===== src/core/afr_pkg.sv =====
// Constants, types and field layout for the amplifier fault-recovery and PDM option registers.
// ============================================================================
// Overview of operation
// - Warning status reads bit0 warning, rest zero.
// - Warning active cuts gain by selected step.
// - Auto retries limited 1/3/7/unlimited, resets unlimited.
// - Writing trigger one makes one manual attempt.
// - Bit2 picks undervoltage auto or manual recovery.
// - Bit1 picks overheat auto or manual recovery.
// - Bit0 picks overcurrent auto or manual recovery.
// - Fault control register resets to 0x30.
// - Select pin high: bit7 picks PDM channel.
// - Select pin low: bit6 enables pattern control.
// - Bit4 clear in PDM: answer only 0x34.
// - Bit4 set in PDM, select pin low: address from pin.
// - Bits3:2 choose normal or low-latency path.
// - Bit1 shares amplifier input bitclock with sense.
// - Bit0 in PDM picks output voltage or battery sense.
// - PDM option register resets to 0x40.
// - Boost fault has own mode bit, shares the fault control trigger.
// - Fault flags read one while fault present.
package afr_pkg;

	// ========================================================================
	// Register offsets and reset values
	localparam logic [7:0] ADDR_FAULT_STATUS = 8'h10;
	localparam logic [7:0] ADDR_WARN_STATUS  = 8'h11;
	localparam logic [7:0] ADDR_RETRY_CTRL   = 8'h12;
	localparam logic [7:0] ADDR_PDM_OPT      = 8'h13;
	localparam logic [7:0] ADDR_BOOST_CTRL   = 8'h16;
	localparam logic [7:0] RST_RETRY_CTRL    = 8'h30;
	localparam logic [7:0] RST_PDM_OPT       = 8'h40;
	localparam logic [7:0] RST_BOOST_CTRL    = 8'h00;
	localparam logic [7:0] FC_WRITE_MASK     = 8'hF7;
	localparam logic [7:0] READ_ZERO         = 8'h00;

	// ========================================================================
	// Field positions
	localparam int FC_GAIN_LSB    = 6;
	localparam int FC_LIMIT_LSB   = 4;
	localparam int FC_TRIG_BIT    = 3;
	localparam int FC_UV_BIT      = 2;
	localparam int FC_OT_BIT      = 1;
	localparam int FC_OC_BIT      = 0;
	localparam int PDM_CHAN_BIT   = 7;
	localparam int PDM_PAT_BIT    = 6;
	localparam int PDM_ADDR_BIT   = 4;
	localparam int PDM_LAT_LSB    = 2;
	localparam int PDM_SHARE_BIT  = 1;
	localparam int PDM_VBAT_BIT   = 0;
	localparam int BST_MODE_BIT   = 3;
	localparam int ST_BOOST_BIT   = 7;
	localparam int ST_UV_BIT      = 3;
	localparam int ST_OC_BIT      = 2;
	localparam int ST_OT_BIT      = 1;
	localparam int WARN_BIT       = 0;

	// ========================================================================
	// Retry limits and control-bus addresses
	localparam logic [1:0] LIMIT_ONE       = 2'h0;
	localparam logic [1:0] LIMIT_THREE     = 2'h1;
	localparam logic [1:0] LIMIT_SEVEN     = 2'h2;
	localparam logic [1:0] LIMIT_UNLIMITED = 2'h3;
	localparam logic [2:0] ATTEMPTS_ONE    = 3'h1;
	localparam logic [2:0] ATTEMPTS_THREE  = 3'h3;
	localparam logic [2:0] ATTEMPTS_SEVEN  = 3'h7;
	localparam logic [6:0] BUS_ADDR_FIXED  = 7'h34;
	localparam logic [6:0] BUS_ADDR_ALT    = 7'h35;
	localparam logic [3:0] BITS_PER_BYTE   = 4'h8;

	// ========================================================================
	// Timing of automatic retries
	localparam int CLK_MHZ       = 125;
	localparam int RETRY_GAP_US  = 10000;
	localparam int RETRY_GAP_CYC = RETRY_GAP_US * CLK_MHZ;
	localparam int GAP_W         = 21;
	localparam int NUM_FAULTS    = 4;

	// ========================================================================
	// Types
	typedef struct packed {
		logic boost;
		logic undervolt;
		logic overcurrent;
		logic overheat;
	} afr_fault_t;

	typedef struct packed {
		logic       channel_pick;
		logic       pattern_command_enable;
		logic [1:0] latency_mode;
		logic       shared_bitclock;
		logic       sense_battery;
	} afr_pdm_cfg_t;

	typedef enum logic [2:0] {
		ST_IDLE  = 3'b000,
		ST_ADDR  = 3'b001,
		ST_AACK  = 3'b010,
		ST_REG   = 3'b011,
		ST_DACK  = 3'b100,
		ST_WDATA = 3'b101,
		ST_RDATA = 3'b110,
		ST_RACK  = 3'b111
	} afr_bus_state_t;

endpackage


===== src/core/afr_regs.sv =====
// Fault-recovery and PDM option register bank with its control-bus slave.
`timescale 1ns/1ns
module afr_regs #(
	parameter int RETRY_GAP = afr_pkg::RETRY_GAP_CYC
) (
	input  wire logic                  clk,
	input  wire logic                  rst_b,
	input  wire logic                  scl_in,
	input  wire logic                  sda_in,
	output logic                       sda_out,
	output logic                       sda_drive_b,
	input  wire logic                  pdm_mode_pin,
	input  wire logic                  if_select_pin,
	input  wire logic                  channel_address_pin,
	input  wire logic                  overheat_warn_in,
	input  wire afr_pkg::afr_fault_t   fault_in,
	output afr_pkg::afr_fault_t        retry_pulse,
	output logic [1:0]                 warning_gain_cut,
	output afr_pkg::afr_pdm_cfg_t      pdm_cfg
);
	import afr_pkg::*;

	// ========================================================================
	// Declarations
	logic                 scl_s;
	logic                 sda_s;
	logic                 pdm_mode_s;
	logic                 if_sel_s;
	logic                 chan_pin_s;
	logic                 warn_s;
	afr_fault_t           fault_s;
	logic                 scl_prev_ff;
	logic                 sda_prev_ff;
	logic                 bus_start;
	logic                 bus_stop;
	logic                 scl_rise;
	logic                 scl_fall;
	afr_bus_state_t       state_ff;
	logic [3:0]           bit_cnt_ff;
	logic [7:0]           shreg_ff;
	logic [7:0]           ptr_ff;
	logic                 read_ff;
	logic                 wr_en_ff;
	logic [7:0]           wr_addr_ff;
	logic [7:0]           wr_data_ff;
	logic [7:0]           rd_data;
	logic [6:0]           dev_addr;
	logic [7:0]           retry_ctrl_ff;
	logic [7:0]           pdm_opt_ff;
	logic [7:0]           boost_ctrl_ff;
	logic                 manual_trig_ff;
	afr_fault_t           manual_mode;
	logic [2:0]           attempt_ff [NUM_FAULTS];
	logic [GAP_W-1:0]     gap_ff     [NUM_FAULTS];
	afr_fault_t           nxt_retry;

	// ========================================================================
	// Pin synchronisers
	afr_sync #(
		.W       (10),
		.RST_VAL (10'h300)
	) u_sync (
		.clk   (clk),
		.rst_b (rst_b),
		.d     ({scl_in, sda_in, pdm_mode_pin, if_select_pin, channel_address_pin,
		         overheat_warn_in, fault_in}),
		.q     ({scl_s, sda_s, pdm_mode_s, if_sel_s, chan_pin_s, warn_s, fault_s})
	);

	// ========================================================================
	// Bus condition detection
	always_ff @(posedge clk or negedge rst_b) begin
		if (!rst_b) begin
			scl_prev_ff <= 1'b1;
			sda_prev_ff <= 1'b1;
		end else begin
			scl_prev_ff <= scl_s;
			sda_prev_ff <= sda_s;
		end
	end

	assign bus_start = scl_s & scl_prev_ff & sda_prev_ff & ~sda_s;
	assign bus_stop  = scl_s & scl_prev_ff & ~sda_prev_ff & sda_s;
	assign scl_rise  = scl_s & ~scl_prev_ff;
	assign scl_fall  = ~scl_s & scl_prev_ff;

	// ========================================================================
	// Device address selection
	always_comb begin
		dev_addr = BUS_ADDR_FIXED;
		if (pdm_mode_s && !if_sel_s && pdm_opt_ff[PDM_ADDR_BIT]) begin
			dev_addr = chan_pin_s ? BUS_ADDR_ALT : BUS_ADDR_FIXED;
		end
	end

	// ========================================================================
	// Register read mux
	always_comb begin
		unique case (ptr_ff)
			ADDR_FAULT_STATUS: begin
				rd_data               = READ_ZERO;
				rd_data[ST_BOOST_BIT] = fault_s.boost;
				rd_data[ST_UV_BIT]    = fault_s.undervolt;
				rd_data[ST_OC_BIT]    = fault_s.overcurrent;
				rd_data[ST_OT_BIT]    = fault_s.overheat;
			end
			ADDR_WARN_STATUS: begin
				rd_data           = READ_ZERO;
				rd_data[WARN_BIT] = warn_s;
			end
			ADDR_RETRY_CTRL: rd_data = retry_ctrl_ff;
			ADDR_PDM_OPT:    rd_data = pdm_opt_ff;
			ADDR_BOOST_CTRL: rd_data = boost_ctrl_ff;
			default:         rd_data = READ_ZERO;
		endcase
	end

	// ========================================================================
	// Control-bus slave
	// Data changes only after a falling clock edge, so the master samples
	// a stable level while the clock is high.
	always_ff @(posedge clk or negedge rst_b) begin
		if (!rst_b) begin
			state_ff    <= ST_IDLE;
			bit_cnt_ff  <= 4'h0;
			shreg_ff    <= 8'h00;
			ptr_ff      <= 8'h00;
			read_ff     <= 1'b0;
			sda_drive_b <= 1'b1;
			wr_en_ff    <= 1'b0;
			wr_addr_ff  <= 8'h00;
			wr_data_ff  <= 8'h00;
		end else begin
			wr_en_ff <= 1'b0;
			if (bus_start) begin
				state_ff    <= ST_ADDR;
				bit_cnt_ff  <= 4'h0;
				sda_drive_b <= 1'b1;
			end else if (bus_stop) begin
				state_ff    <= ST_IDLE;
				sda_drive_b <= 1'b1;
			end else begin
				unique case (state_ff)
					ST_IDLE: begin
						sda_drive_b <= 1'b1;
					end
					ST_ADDR, ST_REG, ST_WDATA: begin
						if (scl_rise) begin
							shreg_ff   <= {shreg_ff[6:0], sda_s};
							bit_cnt_ff <= bit_cnt_ff + 4'h1;
						end else if (scl_fall && bit_cnt_ff == BITS_PER_BYTE) begin
							bit_cnt_ff <= 4'h0;
							if (state_ff == ST_ADDR) begin
								if (shreg_ff[7:1] == dev_addr) begin
									read_ff     <= shreg_ff[0];
									sda_drive_b <= 1'b0;
									state_ff    <= ST_AACK;
								end else begin
									state_ff <= ST_IDLE;
								end
							end else if (state_ff == ST_REG) begin
								ptr_ff      <= shreg_ff;
								sda_drive_b <= 1'b0;
								state_ff    <= ST_DACK;
							end else begin
								wr_en_ff    <= 1'b1;
								wr_addr_ff  <= ptr_ff;
								wr_data_ff  <= shreg_ff;
								ptr_ff      <= ptr_ff + 8'h01;
								sda_drive_b <= 1'b0;
								state_ff    <= ST_DACK;
							end
						end
					end
					ST_AACK: begin
						if (scl_fall) begin
							if (read_ff) begin
								shreg_ff    <= rd_data;
								sda_drive_b <= rd_data[7];
								bit_cnt_ff  <= 4'h1;
								ptr_ff      <= ptr_ff + 8'h01;
								state_ff    <= ST_RDATA;
							end else begin
								sda_drive_b <= 1'b1;
								state_ff    <= ST_REG;
							end
						end
					end
					ST_DACK: begin
						if (scl_fall) begin
							sda_drive_b <= 1'b1;
							state_ff    <= ST_WDATA;
						end
					end
					ST_RDATA: begin
						if (scl_fall) begin
							if (bit_cnt_ff == BITS_PER_BYTE) begin
								sda_drive_b <= 1'b1;
								bit_cnt_ff  <= 4'h0;
								state_ff    <= ST_RACK;
							end else begin
								shreg_ff    <= {shreg_ff[6:0], 1'b0};
								sda_drive_b <= shreg_ff[6];
								bit_cnt_ff  <= bit_cnt_ff + 4'h1;
							end
						end
					end
					ST_RACK: begin
						if (scl_rise && sda_s) begin
							state_ff <= ST_IDLE;
						end else if (scl_fall) begin
							shreg_ff    <= rd_data;
							sda_drive_b <= rd_data[7];
							bit_cnt_ff  <= 4'h1;
							ptr_ff      <= ptr_ff + 8'h01;
							state_ff    <= ST_RDATA;
						end
					end
				endcase
			end
		end
	end

	// The bus is open drain: only the enable ever moves.
	always_ff @(posedge clk or negedge rst_b) begin
		if (!rst_b) begin
			sda_out <= 1'b0;
		end else begin
			sda_out <= 1'b0;
		end
	end

	// ========================================================================
	// Writable registers
	always_ff @(posedge clk or negedge rst_b) begin
		if (!rst_b) begin
			retry_ctrl_ff <= RST_RETRY_CTRL;
			pdm_opt_ff    <= RST_PDM_OPT;
			boost_ctrl_ff <= RST_BOOST_CTRL;
		end else if (wr_en_ff) begin
			unique case (wr_addr_ff)
				ADDR_RETRY_CTRL: retry_ctrl_ff <= wr_data_ff & FC_WRITE_MASK;
				ADDR_PDM_OPT:    pdm_opt_ff    <= wr_data_ff;
				ADDR_BOOST_CTRL: boost_ctrl_ff <= wr_data_ff;
				default:         retry_ctrl_ff <= retry_ctrl_ff;
			endcase
		end
	end

	// ========================================================================
	// Manual recovery trigger
	always_ff @(posedge clk or negedge rst_b) begin
		if (!rst_b) begin
			manual_trig_ff <= 1'b0;
		end else begin
			manual_trig_ff <= wr_en_ff && wr_addr_ff == ADDR_RETRY_CTRL &&
			                  wr_data_ff[FC_TRIG_BIT];
		end
	end

	// ========================================================================
	// Fault recovery engine
	function automatic logic [2:0] attempt_limit(input logic [1:0] code);
		unique case (code)
			LIMIT_ONE:   attempt_limit = ATTEMPTS_ONE;
			LIMIT_THREE: attempt_limit = ATTEMPTS_THREE;
			LIMIT_SEVEN: attempt_limit = ATTEMPTS_SEVEN;
			default:     attempt_limit = ATTEMPTS_SEVEN;
		endcase
	endfunction

	assign manual_mode = '{
		boost:       boost_ctrl_ff[BST_MODE_BIT],
		undervolt:   retry_ctrl_ff[FC_UV_BIT],
		overcurrent: retry_ctrl_ff[FC_OC_BIT],
		overheat:    retry_ctrl_ff[FC_OT_BIT]
	};

	// Each fault in auto mode waits a full gap after it appears before the first retry,
	// so a detector that has not settled is not hammered.
	always_ff @(posedge clk or negedge rst_b) begin
		if (!rst_b) begin
			for (int i = 0; i < NUM_FAULTS; i++) begin
				attempt_ff[i] <= 3'h0;
				gap_ff[i]     <= '0;
			end
			nxt_retry   <= '0;
			retry_pulse <= '0;
		end else begin
			retry_pulse <= nxt_retry;
			for (int i = 0; i < NUM_FAULTS; i++) begin
				nxt_retry[i] <= 1'b0;
				if (!fault_s[i]) begin
					attempt_ff[i] <= 3'h0;
					gap_ff[i]     <= GAP_W'(RETRY_GAP);
				end else if (manual_mode[i]) begin
					nxt_retry[i] <= manual_trig_ff;
				end else if (gap_ff[i] != '0) begin
					gap_ff[i] <= gap_ff[i] - GAP_W'(1);
				end else if (retry_ctrl_ff[FC_LIMIT_LSB +: 2] == LIMIT_UNLIMITED ||
				             attempt_ff[i] < attempt_limit(retry_ctrl_ff[FC_LIMIT_LSB +: 2])) begin
					nxt_retry[i] <= 1'b1;
					gap_ff[i]    <= GAP_W'(RETRY_GAP);
					if (attempt_ff[i] != ATTEMPTS_SEVEN) begin
						attempt_ff[i] <= attempt_ff[i] + 3'h1;
					end
				end
			end
		end
	end

	// ========================================================================
	// Gain and PDM option outputs
	always_ff @(posedge clk or negedge rst_b) begin
		if (!rst_b) begin
			warning_gain_cut <= 2'h0;
		end else begin
			warning_gain_cut <= warn_s ? retry_ctrl_ff[FC_GAIN_LSB +: 2] : 2'h0;
		end
	end

	// Options tied to one interface-select level read as off at the other.
	always_ff @(posedge clk or negedge rst_b) begin
		if (!rst_b) begin
			pdm_cfg <= '0;
		end else begin
			pdm_cfg.channel_pick           <= if_sel_s & pdm_opt_ff[PDM_CHAN_BIT];
			pdm_cfg.pattern_command_enable <= ~if_sel_s & pdm_opt_ff[PDM_PAT_BIT];
			pdm_cfg.latency_mode           <= pdm_opt_ff[PDM_LAT_LSB +: 2];
			pdm_cfg.shared_bitclock        <= pdm_opt_ff[PDM_SHARE_BIT];
			pdm_cfg.sense_battery          <= pdm_mode_s & pdm_opt_ff[PDM_VBAT_BIT];
		end
	end

endmodule // afr_regs


===== src/core/afr_sync.sv =====
// Two-stage synchroniser for levels that arrive from outside the clock domain.
`timescale 1ns/1ns
module afr_sync #(
	parameter int         W       = 1,
	parameter logic [W-1:0] RST_VAL = '0
) (
	input  wire logic         clk,
	input  wire logic         rst_b,
	input  wire logic [W-1:0] d,
	output logic      [W-1:0] q
);
	logic [W-1:0] meta_ff;

	// ========================================================================
	// The first stage feeds only the second one.
	always_ff @(posedge clk or negedge rst_b) begin
		if (!rst_b) begin
			meta_ff <= RST_VAL;
			q       <= RST_VAL;
		end else begin
			meta_ff <= d;
			q       <= meta_ff;
		end
	end
endmodule // afr_sync


===== config.mk =====
export PLATFORM = sky130hd
export DESIGN_NAME = afr_regs
export DESIGN_NICKNAME = d
export VERILOG_FILES = /design/src/core/afr_pkg.sv /design/src/core/afr_regs.sv /design/src/core/afr_sync.sv
export SDC_FILE = /design/constraint.sdc
export NUM_CORES = 1
export LEC_CHECK = 0
export ABC_AREA = 1
export BUFFER_PORTS_ARGS = -buffer_cell sky130_fd_sc_hd__buf_2
export CAP_MARGIN = 30
export CORE_MARGIN = 1.5
export CORE_UTILIZATION = 45
export CTS_BUF_LIST = sky130_fd_sc_hd__clkbuf_8
export CTS_CLUSTER_DIAMETER = 120
export DETAILED_ROUTE_END_ITERATION = 8
export PLACE_DENSITY_LB_ADDON = 0.3
export REMOVE_ABC_BUFFERS = 1
export SLEW_MARGIN = 20
export SYNTH_ARGS = -nofsm -noshare
export SYNTH_HDL_FRONTEND = slang
export SYNTH_SLANG_ARGS = --single-unit

===== constraint.sdc =====
create_clock -name clk -period 4.26 [get_ports clk]
set_input_delay 0.213 -clock clk [delete_from_list [all_inputs] [get_ports clk]]
set_output_delay 0.213 -clock clk [all_outputs]
set_load 0.03 [all_outputs]

==> results.txt <==
----------------------------------------------------
[Pwr]
  Leakage power summed over all cells ... 6.10 nW
  Final Power ... 5.16 mW
  Cell Pwr Density ... 411 nW/um^2
  Worst IR Drop VDD ... 0.000299 V

[Synth]
  Leading post-synthesis cells by cell area ... sky130_fd_sc_hd__dfrtp_1 (41%), sky130_fd_sc_hd__nand2_1 (17%), sky130_fd_sc_hd__nor2_1 (7.8%)
  Share of the synthesized area in the top cell type ... 40.9%
  Number of enable flip-flop cells after synthesis ... 0
  Register bit total from synthesis ... 200
  Main flop type after synthesis ... sky130_fd_sc_hd__dfrtp_1
  Total standard cell area after synthesis ... 11600 um^2
  Post-synthesis share of cell area spent on xor and xnor gates ... 1.28%
  Mux contribution to synthesized area ... 0.0861%
  Average footprint of a synthesized cell ... 7.10 um^2
  Number of distinct library cell variants in the gate-level netlist after synthesis ... 37
  Cell type contributing the most total cell area after synthesis ... sky130_fd_sc_hd__dfrtp_1
  Combinational family with the most area after synthesis ... simple AND/OR/NAND/NOR gates
  Post-synth ARST share ... between 90% and 100%
  Post-synthesis adder-cell area fraction ... about 3.2%
  Synthesized-area fraction occupied by ao, oa, aoi and oai cells ... 7.48%
  Number of synthesis warnings ... 0
  Simple-gate share of the synthesized area ... 37.7%
  Synthesized netlist cell count ... 1637
  Sequential share of the synthesized area ... 43.2%

[CTS]
  Clock sink count ... 200
  Clock Tree Root ... sky130_fd_sc_hd__clkbuf_8
  Max Buffers Root-to-Sink ... 2
  Total clock buffers created by CTS ... 17
  TritonCTS clock tree ... done
  Clock Latency Late Sink ... 0.48 ns
  Post-cts resize count ... 0
  Setup bufs post-CTS ... 0
  Number of buffers added to fix hold violations after cts ... 11
  Clk slew on worst S/H paths ... 0.12 ns
  H-tree depth ... 4

[Route]
  Final antenna-violating net count ... 0
  Total wirelength of the detailed-routed design ... 26800 um
  Detailed Route Iter0 Violations ... just over 700
  Number of vias in the routed layout ... 10263
  Routed vias/inst ... 5.14
  Total DRC errors in the routed layout ... 0
  WL/cell ... 13.4 um
  Initial DRT Pass Iterations ... 5

[Worst setup path]
  Buf+Inv Stages, Crit Path ... 3
  CP Class ... reg -> reg
  Critical path peak fanout ... 19
  Worst reg2reg path depth ... 10
  Kind of launch point of the worst setup path ... register
  Cell at the slowest stage of the critical path ... sky130_fd_sc_hd__dfrtp_1
  WP data arrival ... 2.91 ns
  Data required time at the worst endpoint ... 4.64 ns
  Cells along the critical path ... inv_1 > ha_1 > nand2_1 > nor2_1 > nand3_2 > inv_1 > nand3_1 > nand2_1 > buf_4 > o21ai_0
  Critical Path End Type ... register
  Critical Path Stages ... 10
  Delay-heaviest family, CP ... buffers and inverters
  Worst stage delay on the critical path ... 0.42 ns

[STA]
  Max Clk Rate ... slightly below 0.4 GHz
  Final-report hold violation count ... 0
  Max-Slew Margin vs Limit ... 46.4%
  Fin crit period ... 2.53 ns
  Setup TNS Final ... 0 ns
  Tcrit/Tclk final ... 59.4%
  Unrepaired setup endpoints after global routing ... no
  Final setup skew ... roughly 0.016 ns
  Number of pins with negative max-slew slack in the final report ... 0
  Slew at the pin closest to its max-slew limit ... ~0.80 ns
  Worst-case hold slack ... 0.358 ns
  Count of final setup violators ... 0

[Floorplan]
  Starting density of the core ... 46.0%
  Standard-cell row count ... 58
  Height of the die ... between 150 and 200 um
  Die area ... 26800 um^2
  Boundary Pins ... 26
  Floorplan Core Area ... 25300 um^2
  Chip Width ... 164 um

[Worst hold path]
  Worst hold stages ... 0
  Worst hold path type ... reg -> reg

[Placed design]
  Weighted congestion reported at the end of routability-driven placement ... about 0.90
  Placed wire-length estimate ... roughly 19000 um
  Count of buffers from port buffering ... 24

[Run status]
  Run status ... completed

[Cells and area]
  Ratio of cells with drive above 1 in the final layout ... 7.19%
  Final-stage net count ... 1697
  Number of diodes ... 0
  Fill cell total of the finished layout ... 2457
  Area growth syn-to-layout ... 7.96%

[Flow run]
  Count of max-cap constraint violations ... 0

[Global route]
  Global-route wire length before repair ... 46600 um
  Largest net degree at the start of global routing ... 108
  Via count of the first global-routing pass ... 9820
  Sum of overflow across all layers after global routing ... 0
  Antenna violations before repair ... 0
  GRT Total Usage ... 21.4%

----------------------------------------------------
## final timing paths
path,from,slack (ns),to
max,gap_ff[42],1.73,gap_ff[54]
min,nxt_retry[3],0.36,retry_pulse[3]
max reg2reg,gap_ff[42],1.73,gap_ff[54]
min reg2reg,nxt_retry[3],0.36,retry_pulse[3]
max in group asynchronous,rst_b,2.88,retry_ctrl_ff[5]
min in group asynchronous,rst_b,0.38,gap_ff[13]
## where the power goes
group | switching (mW) | internal [mW]
Clock | 0.797 | 0.509
Sequential | 0.248 | 2.14
Combinational | 0.988 | 0.479
Total | 2.03 | 3.13
## kinds of logic after synthesis
logic type,Yosys count
xor gates and xnor gates,17
DFF,200
AOI/OAI and AO/OA,168
buffers and inverters,199
muxes,1
and+or+nand+nor,1021
adders and majority gates,30
other,1
## through the flow
stage | instances | setup WS [ns] | utilization, % | cell area, um^2
floorplan | 1591 | 1.70 | - | 11400
global placement | 1955 | 1.81 | 47.5 | 12000
detailed placement | 1955 | 1.75 | 47.5 | 12000
CTS | 1998 | 1.72 | 49.7 | 12500
global route | 1998 | 1.46 | 49.7 | 12500
finish | 1998 | 1.73 | 49.7 | 12500
## area by class of cell
type	instances	area, um^2	share of cell area, %
multi-input combinational	1238	5790	46.2
timing repair buffer	45	315	2.51
sequential	200	5020	40.0
tap	330	413	3.29
clock inverter	15	200	1.60
inverter	153	574	4.58
clock buffer	17	234	1.87
## Yosys cell counts, types with 6 or more instances
cell,count
sky130_fd_sc_hd__xor2_1,9
sky130_fd_sc_hd__a21oi_1,33
sky130_fd_sc_hd__inv_1,147
sky130_fd_sc_hd__clkbuf_1,17
sky130_fd_sc_hd__or2_2,11
sky130_fd_sc_hd__nand4_1,60
sky130_fd_sc_hd__nand2_1,513
sky130_fd_sc_hd__xnor2_1,8
sky130_fd_sc_hd__nor2_2,11
sky130_fd_sc_hd__nor2_4,7
sky130_fd_sc_hd__buf_2,15
sky130_fd_sc_hd__dfstp_2,10
sky130_fd_sc_hd__o21ai_0,121
sky130_fd_sc_hd__nand3b_1,10
sky130_fd_sc_hd__nor3_1,11
sky130_fd_sc_hd__nor2_1,241
sky130_fd_sc_hd__buf_4,7
sky130_fd_sc_hd__a21o_1,6
sky130_fd_sc_hd__ha_1,30
sky130_fd_sc_hd__dfrtp_1,190
sky130_fd_sc_hd__nand3_1,146
## routing by layer
metal,vias to the layer above,track usage (%),part of all wire [%]
met3,23,3.48,3.2
met5,-,0,0
met1,4763,28.2,49
li1,5296,-,-
met2,181,36.1,47
met4,0,5.99,1.1
## placed cells by master, fill, tap and decap left out, types with 12 or more instances in the layout
cell | Yosys | layout
sky130_fd_sc_hd__clkbuf_8 | 0 | 17
sky130_fd_sc_hd__ha_1 | 30 | 30
sky130_fd_sc_hd__inv_1 | 147 | 147
sky130_fd_sc_hd__a21oi_1 | 33 | 33
sky130_fd_sc_hd__nor2_2 | 11 | 12
sky130_fd_sc_hd__dfrtp_1 | 190 | 190
sky130_fd_sc_hd__o21ai_0 | 121 | 121
sky130_fd_sc_hd__nor2_1 | 241 | 240
sky130_fd_sc_hd__nand4_1 | 60 | 60
sky130_fd_sc_hd__buf_2 | 15 | 23
sky130_fd_sc_hd__nand3_1 | 146 | 146
sky130_fd_sc_hd__nand2_1 | 513 | 513
## flip-flops by register name, summed over array words and instances, names as in the netlist, 2 cells and up
register          cells
retry_ctrl_ff         7
wr_addr_ff            8
wr_data_ff            8
attempt_ff           12
u_sync.q             10
u_sync.meta_ff       10
boost_ctrl_ff         8
warning_gain_cut      2
retry_pulse           4
gap_ff               84
pdm_cfg               6
ptr_ff                8
shreg_ff              8
nxt_retry             4
pdm_opt_ff            8
state_ff              3
bit_cnt_ff            4
(Power assumes the default switching activity.)
